==> src/fsic_map.svh <==
`ifndef FSIC_MAP_SVH
`define FSIC_MAP_SVH

// command codes
`define FSIC_CMD_READ_FLOW  8'h83
`define FSIC_CMD_READ_ADDR  8'h85
`define FSIC_CMD_WRITE_ADDR 8'h05
`define FSIC_CMD_AUTO_ZERO  8'h1c
`define FSIC_ZERO_ARG       8'h00

// addresses
`define FSIC_ADDR_BCAST     7'h00
`define FSIC_ADDR_DEFAULT   7'h01

// bit and byte counts
`define FSIC_BITS_PER_BYTE  4'h8
`define FSIC_FLOW_BYTES     3'h4
`define FSIC_IDX_CMD        3'h0
`define FSIC_IDX_ARG        3'h1
`define FSIC_IDX_SAT        3'h2

// clock stretch length in mclk cycles
`define FSIC_STRETCH_CYC    4'h4

// idle bus filler byte
`define FSIC_FILL_BYTE      8'hff

`endif

==> src/fsic_pkg.sv <==
`default_nettype none

package fsic_pkg;

   typedef enum logic [2:0] {
      FSIC_IDLE     = 3'h0,
      FSIC_ADDR     = 3'h1,
      FSIC_ADDR_ACK = 3'h3,
      FSIC_RX       = 3'h2,
      FSIC_RX_ACK   = 3'h6,
      FSIC_TX       = 3'h7,
      FSIC_TX_ACK   = 3'h5,
      FSIC_IGNORE   = 3'h4
   } fsic_state_type;

   typedef struct packed {
      logic prevScl;
      logic prevSda;
      logic startEv;
      logic stopEv;
      logic sclRise;
      logic sclFall;
   } fsic_cond_type;

   typedef struct packed {
      fsic_state_type state;
      logic [3:0]     bitCnt;
      logic [7:0]     shift;
      logic [7:0]     cmd;
      logic [2:0]     byteIdx;
      logic [2:0]     txIdx;
      logic           isRead;
      logic           masterAck;
      logic [6:0]     myAddr;
      logic [6:0]     pendAddr;
      logic           pendAddrSet;
      logic           pendZero;
      logic [31:0]    offset;
      logic [31:0]    txWord;
      logic           sdaDrive;
      logic           sclHold;
      logic [3:0]     stretchCnt;
      logic           zeroPulse;
   } fsic_core_type;

endpackage : fsic_pkg

`default_nettype wire
==> src/fsic_cond_if.sv <==
`timescale 1ns/1ps
`default_nettype none

interface fsic_cond_if;
   logic startEv;
   logic stopEv;
   logic sclRise;
   logic sclFall;

   modport det (output startEv, output stopEv, output sclRise, output sclFall);
   modport use_side (input startEv, input stopEv, input sclRise, input sclFall);
endinterface : fsic_cond_if

`default_nettype wire

==> src/fsic_bus_cond.sv <==
`timescale 1ns/1ps
`default_nettype none

module fsic_bus_cond (
   input  wire logic   mclk,
   input  wire logic   sys_rst,
   input  wire logic   sclIn,
   input  wire logic   sdaIn,
   fsic_cond_if.det    cond
);

   fsic_pkg::fsic_cond_type c_reg;
   fsic_pkg::fsic_cond_type c_next;

   always_comb
   begin
      c_next         = c_reg;
      c_next.prevScl = sclIn;
      c_next.prevSda = sdaIn;
      // sda edges while scl high
      c_next.startEv = c_reg.prevScl & sclIn & c_reg.prevSda & ~sdaIn;
      c_next.stopEv  = c_reg.prevScl & sclIn & ~c_reg.prevSda & sdaIn;
      c_next.sclRise = ~c_reg.prevScl & sclIn;
      c_next.sclFall = c_reg.prevScl & ~sclIn;
   end

   always_ff @(posedge mclk)
   begin
      if (sys_rst)
      begin
         c_reg <= '{prevScl: 1'h1, prevSda: 1'h1, default: '0};
      end
      else
      begin
         c_reg <= c_next;
      end
   end

   assign cond.startEv = c_reg.startEv;
   assign cond.stopEv  = c_reg.stopEv;
   assign cond.sclRise = c_reg.sclRise;
   assign cond.sclFall = c_reg.sclFall;

endmodule : fsic_bus_cond

`default_nettype wire

==> src/fsic_core.sv <==
// Notes on behaviour
// - first written byte after address is the command code
// - command 83h then repeated start read returns four flow bytes
// - flow index is 32 bits, most significant byte sent first
// - negative flow index is two's complement over 32 bits
// - command 85h then read returns the current individual address
// - command 05h plus new address byte, adopted at stop
// - command 1Ch plus 00h acknowledged, zeroing performed
// - answers broadcast 00h for writes only, individual default 01h
// - device may stretch scl after each byte it receives and acks, before the ack; not after bytes it sends
`timescale 1ns/1ps
`default_nettype none
`include "fsic_map.svh"

module fsic_core (
   input  wire logic        mclk,
   input  wire logic        sys_rst,
   input  wire logic        sclIn,
   output logic             sclOut,
   output logic             sclOe,
   input  wire logic        sdaIn,
   output logic             sdaOut,
   output logic             sdaOe,
   input  wire logic [31:0] flowRaw,
   output logic [6:0]       slaveAddr,
   output logic             zeroPulse
);

   fsic_pkg::fsic_core_type s_reg;
   fsic_pkg::fsic_core_type s_next;

   fsic_cond_if cond ();

   fsic_bus_cond fsic_bus_cond_inst (
      .mclk    (mclk),
      .sys_rst (sys_rst),
      .sclIn   (sclIn),
      .sdaIn   (sdaIn),
      .cond    (cond.det)
   );

   // byte to send for a read, by command and position
   function automatic logic [7:0] txByte(
      input logic [7:0]  cmd,
      input logic [2:0]  idx,
      input logic [31:0] word,
      input logic [6:0]  addr
   );
      logic [7:0] b;
      b = `FSIC_FILL_BYTE;
      if (cmd == `FSIC_CMD_READ_FLOW && idx < `FSIC_FLOW_BYTES)
      begin
         case (idx)
            3'h0:    b = word[31:24];
            3'h1:    b = word[23:16];
            3'h2:    b = word[15:8];
            default: b = word[7:0];
         endcase
      end
      else if (cmd == `FSIC_CMD_READ_ADDR && idx == `FSIC_IDX_CMD)
      begin
         b = {addr, 1'h0};
      end
      return b;
   endfunction : txByte

   // starts a clock stretch while the ack is prepared
   function automatic fsic_pkg::fsic_core_type holdScl(input fsic_pkg::fsic_core_type s);
      fsic_pkg::fsic_core_type r;
      r            = s;
      r.sclHold    = 1'h1;
      r.stretchCnt = `FSIC_STRETCH_CYC;
      return r;
   endfunction : holdScl

   always_comb
   begin
      logic [7:0] rxByte;
      logic [7:0] nb;
      rxByte           = s_reg.shift;
      nb               = 8'h00;
      s_next           = s_reg;
      s_next.zeroPulse = 1'h0;

      if (s_reg.sclHold)
      begin
         if (s_reg.stretchCnt <= 4'h1)
         begin
            s_next.sclHold = 1'h0;
         end
         s_next.stretchCnt = s_reg.stretchCnt - 4'h1;
      end

      if (cond.startEv)
      begin
         s_next.state    = fsic_pkg::FSIC_ADDR;
         s_next.bitCnt   = 4'h0;
         s_next.sdaDrive = 1'h0;
         s_next.sclHold  = 1'h0;
      end
      else if (cond.stopEv)
      begin
         s_next.state    = fsic_pkg::FSIC_IDLE;
         s_next.sdaDrive = 1'h0;
         s_next.sclHold  = 1'h0;
         if (s_reg.pendAddrSet)
         begin
            s_next.myAddr = s_reg.pendAddr;
         end
         if (s_reg.pendZero)
         begin
            s_next.offset    = flowRaw;
            s_next.zeroPulse = 1'h1;
         end
         s_next.pendAddrSet = 1'h0;
         s_next.pendZero    = 1'h0;
      end
      else
      begin
         case (s_reg.state)
            fsic_pkg::FSIC_ADDR, fsic_pkg::FSIC_RX:
            begin
               if (cond.sclRise && s_reg.bitCnt < `FSIC_BITS_PER_BYTE)
               begin
                  s_next.shift  = {s_reg.shift[6:0], sdaIn};
                  s_next.bitCnt = s_reg.bitCnt + 4'h1;
               end
               else if (cond.sclFall && s_reg.bitCnt == `FSIC_BITS_PER_BYTE)
               begin
                  if (s_reg.state == fsic_pkg::FSIC_ADDR)
                  begin
                     if (rxByte[7:1] == s_reg.myAddr ||
                         (rxByte[7:1] == `FSIC_ADDR_BCAST && !rxByte[0]))
                     begin
                        s_next          = holdScl(s_next);
                        s_next.state    = fsic_pkg::FSIC_ADDR_ACK;
                        s_next.sdaDrive = 1'h1;
                        s_next.isRead   = rxByte[0];
                        s_next.byteIdx  = `FSIC_IDX_CMD;
                        s_next.txIdx    = 3'h0;
                        s_next.txWord   = flowRaw - s_reg.offset;
                     end
                     else
                     begin
                        s_next.state = fsic_pkg::FSIC_IGNORE;
                     end
                  end
                  else
                  begin
                     s_next          = holdScl(s_next);
                     s_next.state    = fsic_pkg::FSIC_RX_ACK;
                     s_next.sdaDrive = 1'h1;
                     if (s_reg.byteIdx == `FSIC_IDX_CMD)
                     begin
                        s_next.cmd         = rxByte;
                        s_next.pendAddrSet = 1'h0;
                        s_next.pendZero    = 1'h0;
                     end
                     else if (s_reg.byteIdx == `FSIC_IDX_ARG)
                     begin
                        if (s_reg.cmd == `FSIC_CMD_WRITE_ADDR)
                        begin
                           if (rxByte[7:1] != `FSIC_ADDR_BCAST)
                           begin
                              s_next.pendAddr    = rxByte[7:1];
                              s_next.pendAddrSet = 1'h1;
                           end
                        end
                        else if (s_reg.cmd == `FSIC_CMD_AUTO_ZERO &&
                                 rxByte == `FSIC_ZERO_ARG)
                        begin
                           s_next.pendZero = 1'h1;
                        end
                     end
                     if (s_reg.byteIdx != `FSIC_IDX_SAT)
                     begin
                        s_next.byteIdx = s_reg.byteIdx + 3'h1;
                     end
                  end
               end
            end
            fsic_pkg::FSIC_ADDR_ACK, fsic_pkg::FSIC_RX_ACK:
            begin
               if (cond.sclFall)
               begin
                  s_next.bitCnt = 4'h0;
                  if (s_reg.state == fsic_pkg::FSIC_ADDR_ACK && s_reg.isRead)
                  begin
                     nb              = txByte(s_reg.cmd, 3'h0, s_reg.txWord, s_reg.myAddr);
                     s_next.shift    = nb;
                     s_next.sdaDrive = ~nb[7];
                     s_next.txIdx    = 3'h1;
                     s_next.state    = fsic_pkg::FSIC_TX;
                  end
                  else
                  begin
                     s_next.sdaDrive = 1'h0;
                     s_next.state    = fsic_pkg::FSIC_RX;
                  end
               end
            end
            fsic_pkg::FSIC_TX:
            begin
               if (cond.sclRise)
               begin
                  s_next.bitCnt = s_reg.bitCnt + 4'h1;
               end
               else if (cond.sclFall)
               begin
                  if (s_reg.bitCnt == `FSIC_BITS_PER_BYTE)
                  begin
                     s_next.sdaDrive = 1'h0;
                     s_next.state    = fsic_pkg::FSIC_TX_ACK;
                  end
                  else
                  begin
                     s_next.shift    = {s_reg.shift[6:0], 1'h1};
                     s_next.sdaDrive = ~s_reg.shift[6];
                  end
               end
            end
            fsic_pkg::FSIC_TX_ACK:
            begin
               if (cond.sclRise)
               begin
                  s_next.masterAck = ~sdaIn;
               end
               else if (cond.sclFall)
               begin
                  if (s_reg.masterAck)
                  begin
                     nb              = txByte(s_reg.cmd, s_reg.txIdx, s_reg.txWord,
                                              s_reg.myAddr);
                     s_next.shift    = nb;
                     s_next.sdaDrive = ~nb[7];
                     s_next.bitCnt   = 4'h0;
                     s_next.state    = fsic_pkg::FSIC_TX;
                     if (s_reg.txIdx != 3'h7)
                     begin
                        s_next.txIdx = s_reg.txIdx + 3'h1;
                     end
                  end
                  else
                  begin
                     s_next.state = fsic_pkg::FSIC_IGNORE;
                  end
               end
            end
            default:
            begin
               s_next.sdaDrive = 1'h0;
            end
         endcase
      end
   end

   always_ff @(posedge mclk)
   begin
      if (sys_rst)
      begin
         s_reg <= '{state: fsic_pkg::FSIC_IDLE, myAddr: `FSIC_ADDR_DEFAULT, default: '0};
      end
      else
      begin
         s_reg <= s_next;
      end
   end

   assign sclOut    = 1'h0;
   assign sclOe     = s_reg.sclHold;
   assign sdaOut    = 1'h0;
   assign sdaOe     = s_reg.sdaDrive;
   assign slaveAddr = s_reg.myAddr;
   assign zeroPulse = s_reg.zeroPulse;

endmodule : fsic_core

`default_nettype wire

==> config.mk <==
export PLATFORM = sky130hd
export DESIGN_NAME = fsic_core
export DESIGN_NICKNAME = d
export VERILOG_FILES = /design/src/fsic_pkg.sv /design/src/fsic_cond_if.sv /design/src/fsic_bus_cond.sv /design/src/fsic_core.sv
export VERILOG_INCLUDE_DIRS = /design/src
export SDC_FILE = /design/constraint.sdc
export NUM_CORES = 1
export LEC_CHECK = 0
export BUFFER_PORTS_ARGS = -buffer_cell sky130_fd_sc_hd__buf_2
export CORE_UTILIZATION = 37
export CTS_CLUSTER_DIAMETER = 80
export CTS_CLUSTER_SIZE = 14
export DETAILED_ROUTE_END_ITERATION = 10
export SLEW_MARGIN = 0
export SYNTH_ARGS = -nofsm -noshare
export SYNTH_HDL_FRONTEND = slang
export SYNTH_SLANG_ARGS = --single-unit
==> constraint.sdc <==
create_clock -name mclk -period 2.37 [get_ports mclk]
set_input_delay 0.474 -clock mclk [delete_from_list [all_inputs] [get_ports mclk]]
set_output_delay 0.474 -clock mclk [all_outputs]
set_load 0.03 [all_outputs]
==> qor.yml <==
outcome:
  outcome: "complete, but fails checks"
  violations: "setup timing"
power_and_ir_drop:
  p_per_area_nw_per_um2: 572
  seqPwrFrac_pct: 38.7
  p_sw_mw: 1.35
  irDropWorstVdd_v: 0.000456
  switching_share_pct: 24.7
  comb_power_share_pct: 11.2
  leakagePower_nw: 3.53
  power.internal_mw: 4.11
  clkPwrFrac_pct: 50.0
die:
  dieHeight_um: 146
  core-area_um2: 20300
  start_util_pct: 38.0
  die_w_um: 146
  ioPinCount: 48
  num_rows: 52
  dieArea_um2: 21400
job:
  maxCapViolations: 0
sta:
  max_slew_margin_pct: 44.6
  maxSlewViolCount: 0
  final.min_clock_period_ns: 2.39
  tightest_slew_ns: 0.830
  final.setup.worst_slack_ns: -0.0224
  hold_viol: 0
  final.setup_skew_ns: 0.0200
  period_share_pct: 101
  setup_violations: 1
  fmax_mhz: 418
  rsz0062_at_grt: "yes"
placement:
  place_hpwl_um: 15500
  io_buffers: 45
  place_area_um2: 8700
  gp_congestion: 0.916
  dp_cells: 1382
synthesis:
  yosysWarningCount: 0
  synthArstFlopShare_pct: 0
  yosysSeqAreaShare_pct: 32.2
  synth_top_area_share_pct: 32.2
  yosysMostFrequentCell: "nand2_1"
  ys_top_cells_by_count: "nand2_1 (188), a21oi_1 (137), dfxtp_1 (124)"
  syn_inst: 1042
  synth_edf_count: 0
  synthTopCellsByArea: "dfxtp_1 (32%), nand2_1 (9.2%), a21oi_1 (8.9%)"
  syn_area_um2: 7710
  ys_types: 77
  avgSynthCellArea_um2: 7.40
  yosysTopAreaCell: "dfxtp_1"
  ys.flop_type: "dfxtp_1"
  synth-seq-cells: 124
layout:
  drive_above_1_share_pct: 19.7
  instances_no_fill: 1418
  finish.utilization_pct: 47.0
  syn_to_final_growth_pct: 23.8
  final_nets: 1216
  largest_register_ffs: 108
  final_area_um2: 9540
  fillers: 2088
  diodes: 0
route:
  drt-wirelength-per-cell_um: 15.0
  num_vias: 7588
  wirelength_um: 21200
  dr.pass1.iters: 6
  drtIter0Drc: 458
  antenna_left: 0
  vias_per_cell: 5.35
  drc_errors: 0
global_route:
  grt_pass1_wl_um: 35200
  met2_usage_pct: 33.2
  grt_use_met3_pct: 3.19
  grt_pass1_vias: 7040
  antenna_found_initial: 0
  top_usage_layer: "met2"
  grt_util_met1_pct: 26.8
  grt_use_total_pct: 20.2
  grt_max_degree: 35
  overflow: 0
clock_tree:
  clk_path_buf_depth: 2
  cts-buffers-inserted: 17
  htree_levels: 4
  path_clk_slew_ns: 0.06
  cts_root_buf: "clkbuf_16"
  cts.sinks: 124
  cts_tree: "done"
  insertion_delay_ns: 0.43
  cts_hold_buf: 0
hold_path:
  hold_class: "input port to flop"
setup_path:
  cp_max_fo: 4
  worstPathRequired_ns: 2.72
  path_class: "flop to flop"
  cp-end-kind: "flop"
  startpoint_type: "flop"
  worst_ep_arrival_time_ns: 2.75
==> area by class of cell <==
type	count	area, um^2	share of cell area [%]
well taps	270	338	3.54
clock buffers	22	474	4.97
clock inverters	10	139	1.46
repair buffers	144	1000	10.5
multi-input cells	792	4900	51.3
inverters	56	210	2.20
flip-flops and latches	124	2480	26.0
==> metal layers <==
| metal | vias to the layer above | part of all wire [%] |
|---|---|---|
| met5 | - | 0 |
| met4 | 0 | 2.1 |
| met3 | 30 | 3.7 |
| met2 | 153 | 47 |
| met1 | 3547 | 48 |
| li1 | 3858 | - |
==> cell families (layout without fill, tap and decap cells) <==
logic type,after synthesis,after routing,synth area share (%)
simple gates,388,388,23.5
compound gates,316,316,25.1
buf+inv,127,232,6.95
flops,124,124,32.2
fa+ha+maj,45,45,7.40
xor+xnor,34,34,3.86
mux,7,7,0.990
other cells,1,2,0.0486
==> path summary, 6_finish.rpt <==
check	start	to	slack, ns	depth (start not counted)
worst max-delay path	s_reg[39]	s_reg[37]	-0.02	10
worst min-delay path	sclIn	fsic_bus_cond_inst.c_reg[5]	0.27	2
worst max register to register	s_reg[39]	s_reg[37]	-0.02	10
worst min register to register	fsic_bus_cond_inst.c_reg[4]	fsic_bus_cond_inst.cond.stopEv	0.42	1
==> metrics by stage <==
| step | setup TNS (ns) | hold WS, ns | setup WS, ns | power, mW |
|---|---|---|---|---|
| after floorplan | -0.0277 | 0.389 | -0.0266 | 2.51 |
| after global placement | -2.22 | 0.401 | -0.282 | 2.72 |
| after detailed placement | -2.89 | 0.418 | -0.323 | 2.72 |
| after CTS | -0.0471 | 0.271 | -0.0315 | 5.46 |
| after global routing | -0.501 | 0.278 | -0.141 | 5.66 |
| final | -0.0224 | 0.274 | -0.0224 | 5.46 |
==> cell usage in the layout (no fill, tap or decap), types with 10 or more instances in the layout <==
master     count
nor2_1        57
ha_1          36
clkbuf_16     17
a21o_1        17
nand4_1       10
xnor2_1       25
a21oi_1      133
nor3_1        24
dfxtp_1      123
and3_1        11
buf_2         44
nand2_1      186
inv_1         53
o21ai_0       54
o22ai_1       11
nand3_1       42
a211oi_1      11
buf_4         97
a31oi_1       16
==> what timing repair did <==
item / in CTS / in global routing
endpoints found under the setup margin: 6 / 18
resized for setup: 2 / 35
buffers inserted: 1 / 3
pin swaps: 3 / 15
==> power groups by stage <==
stage          Clock (mW)  Sequential [mW]  Combinational [mW]
2_1_floorplan           0             2.16               0.357
3_3_place_gp            0             2.16               0.561
3_5_place_dp            0             2.16               0.564
4_1_cts              2.77             2.11               0.570
5_1_grt              2.86             2.12               0.676
6_report             2.73             2.11               0.613
==> worst max-delay path: stages (launching register included) <==
cell and delay, ns:
dfxtp_2 0.33, ha_4 0.16, fa_2 0.34, nor2b_2 0.14
o2111ai_2 0.17, a21oi_4 0.22, a31oi_4 0.11, o31a_1 0.34
o21a_2 0.26, and3_4 0.17, nor3_2 0.08
Power figures use the tool's default switching activity.
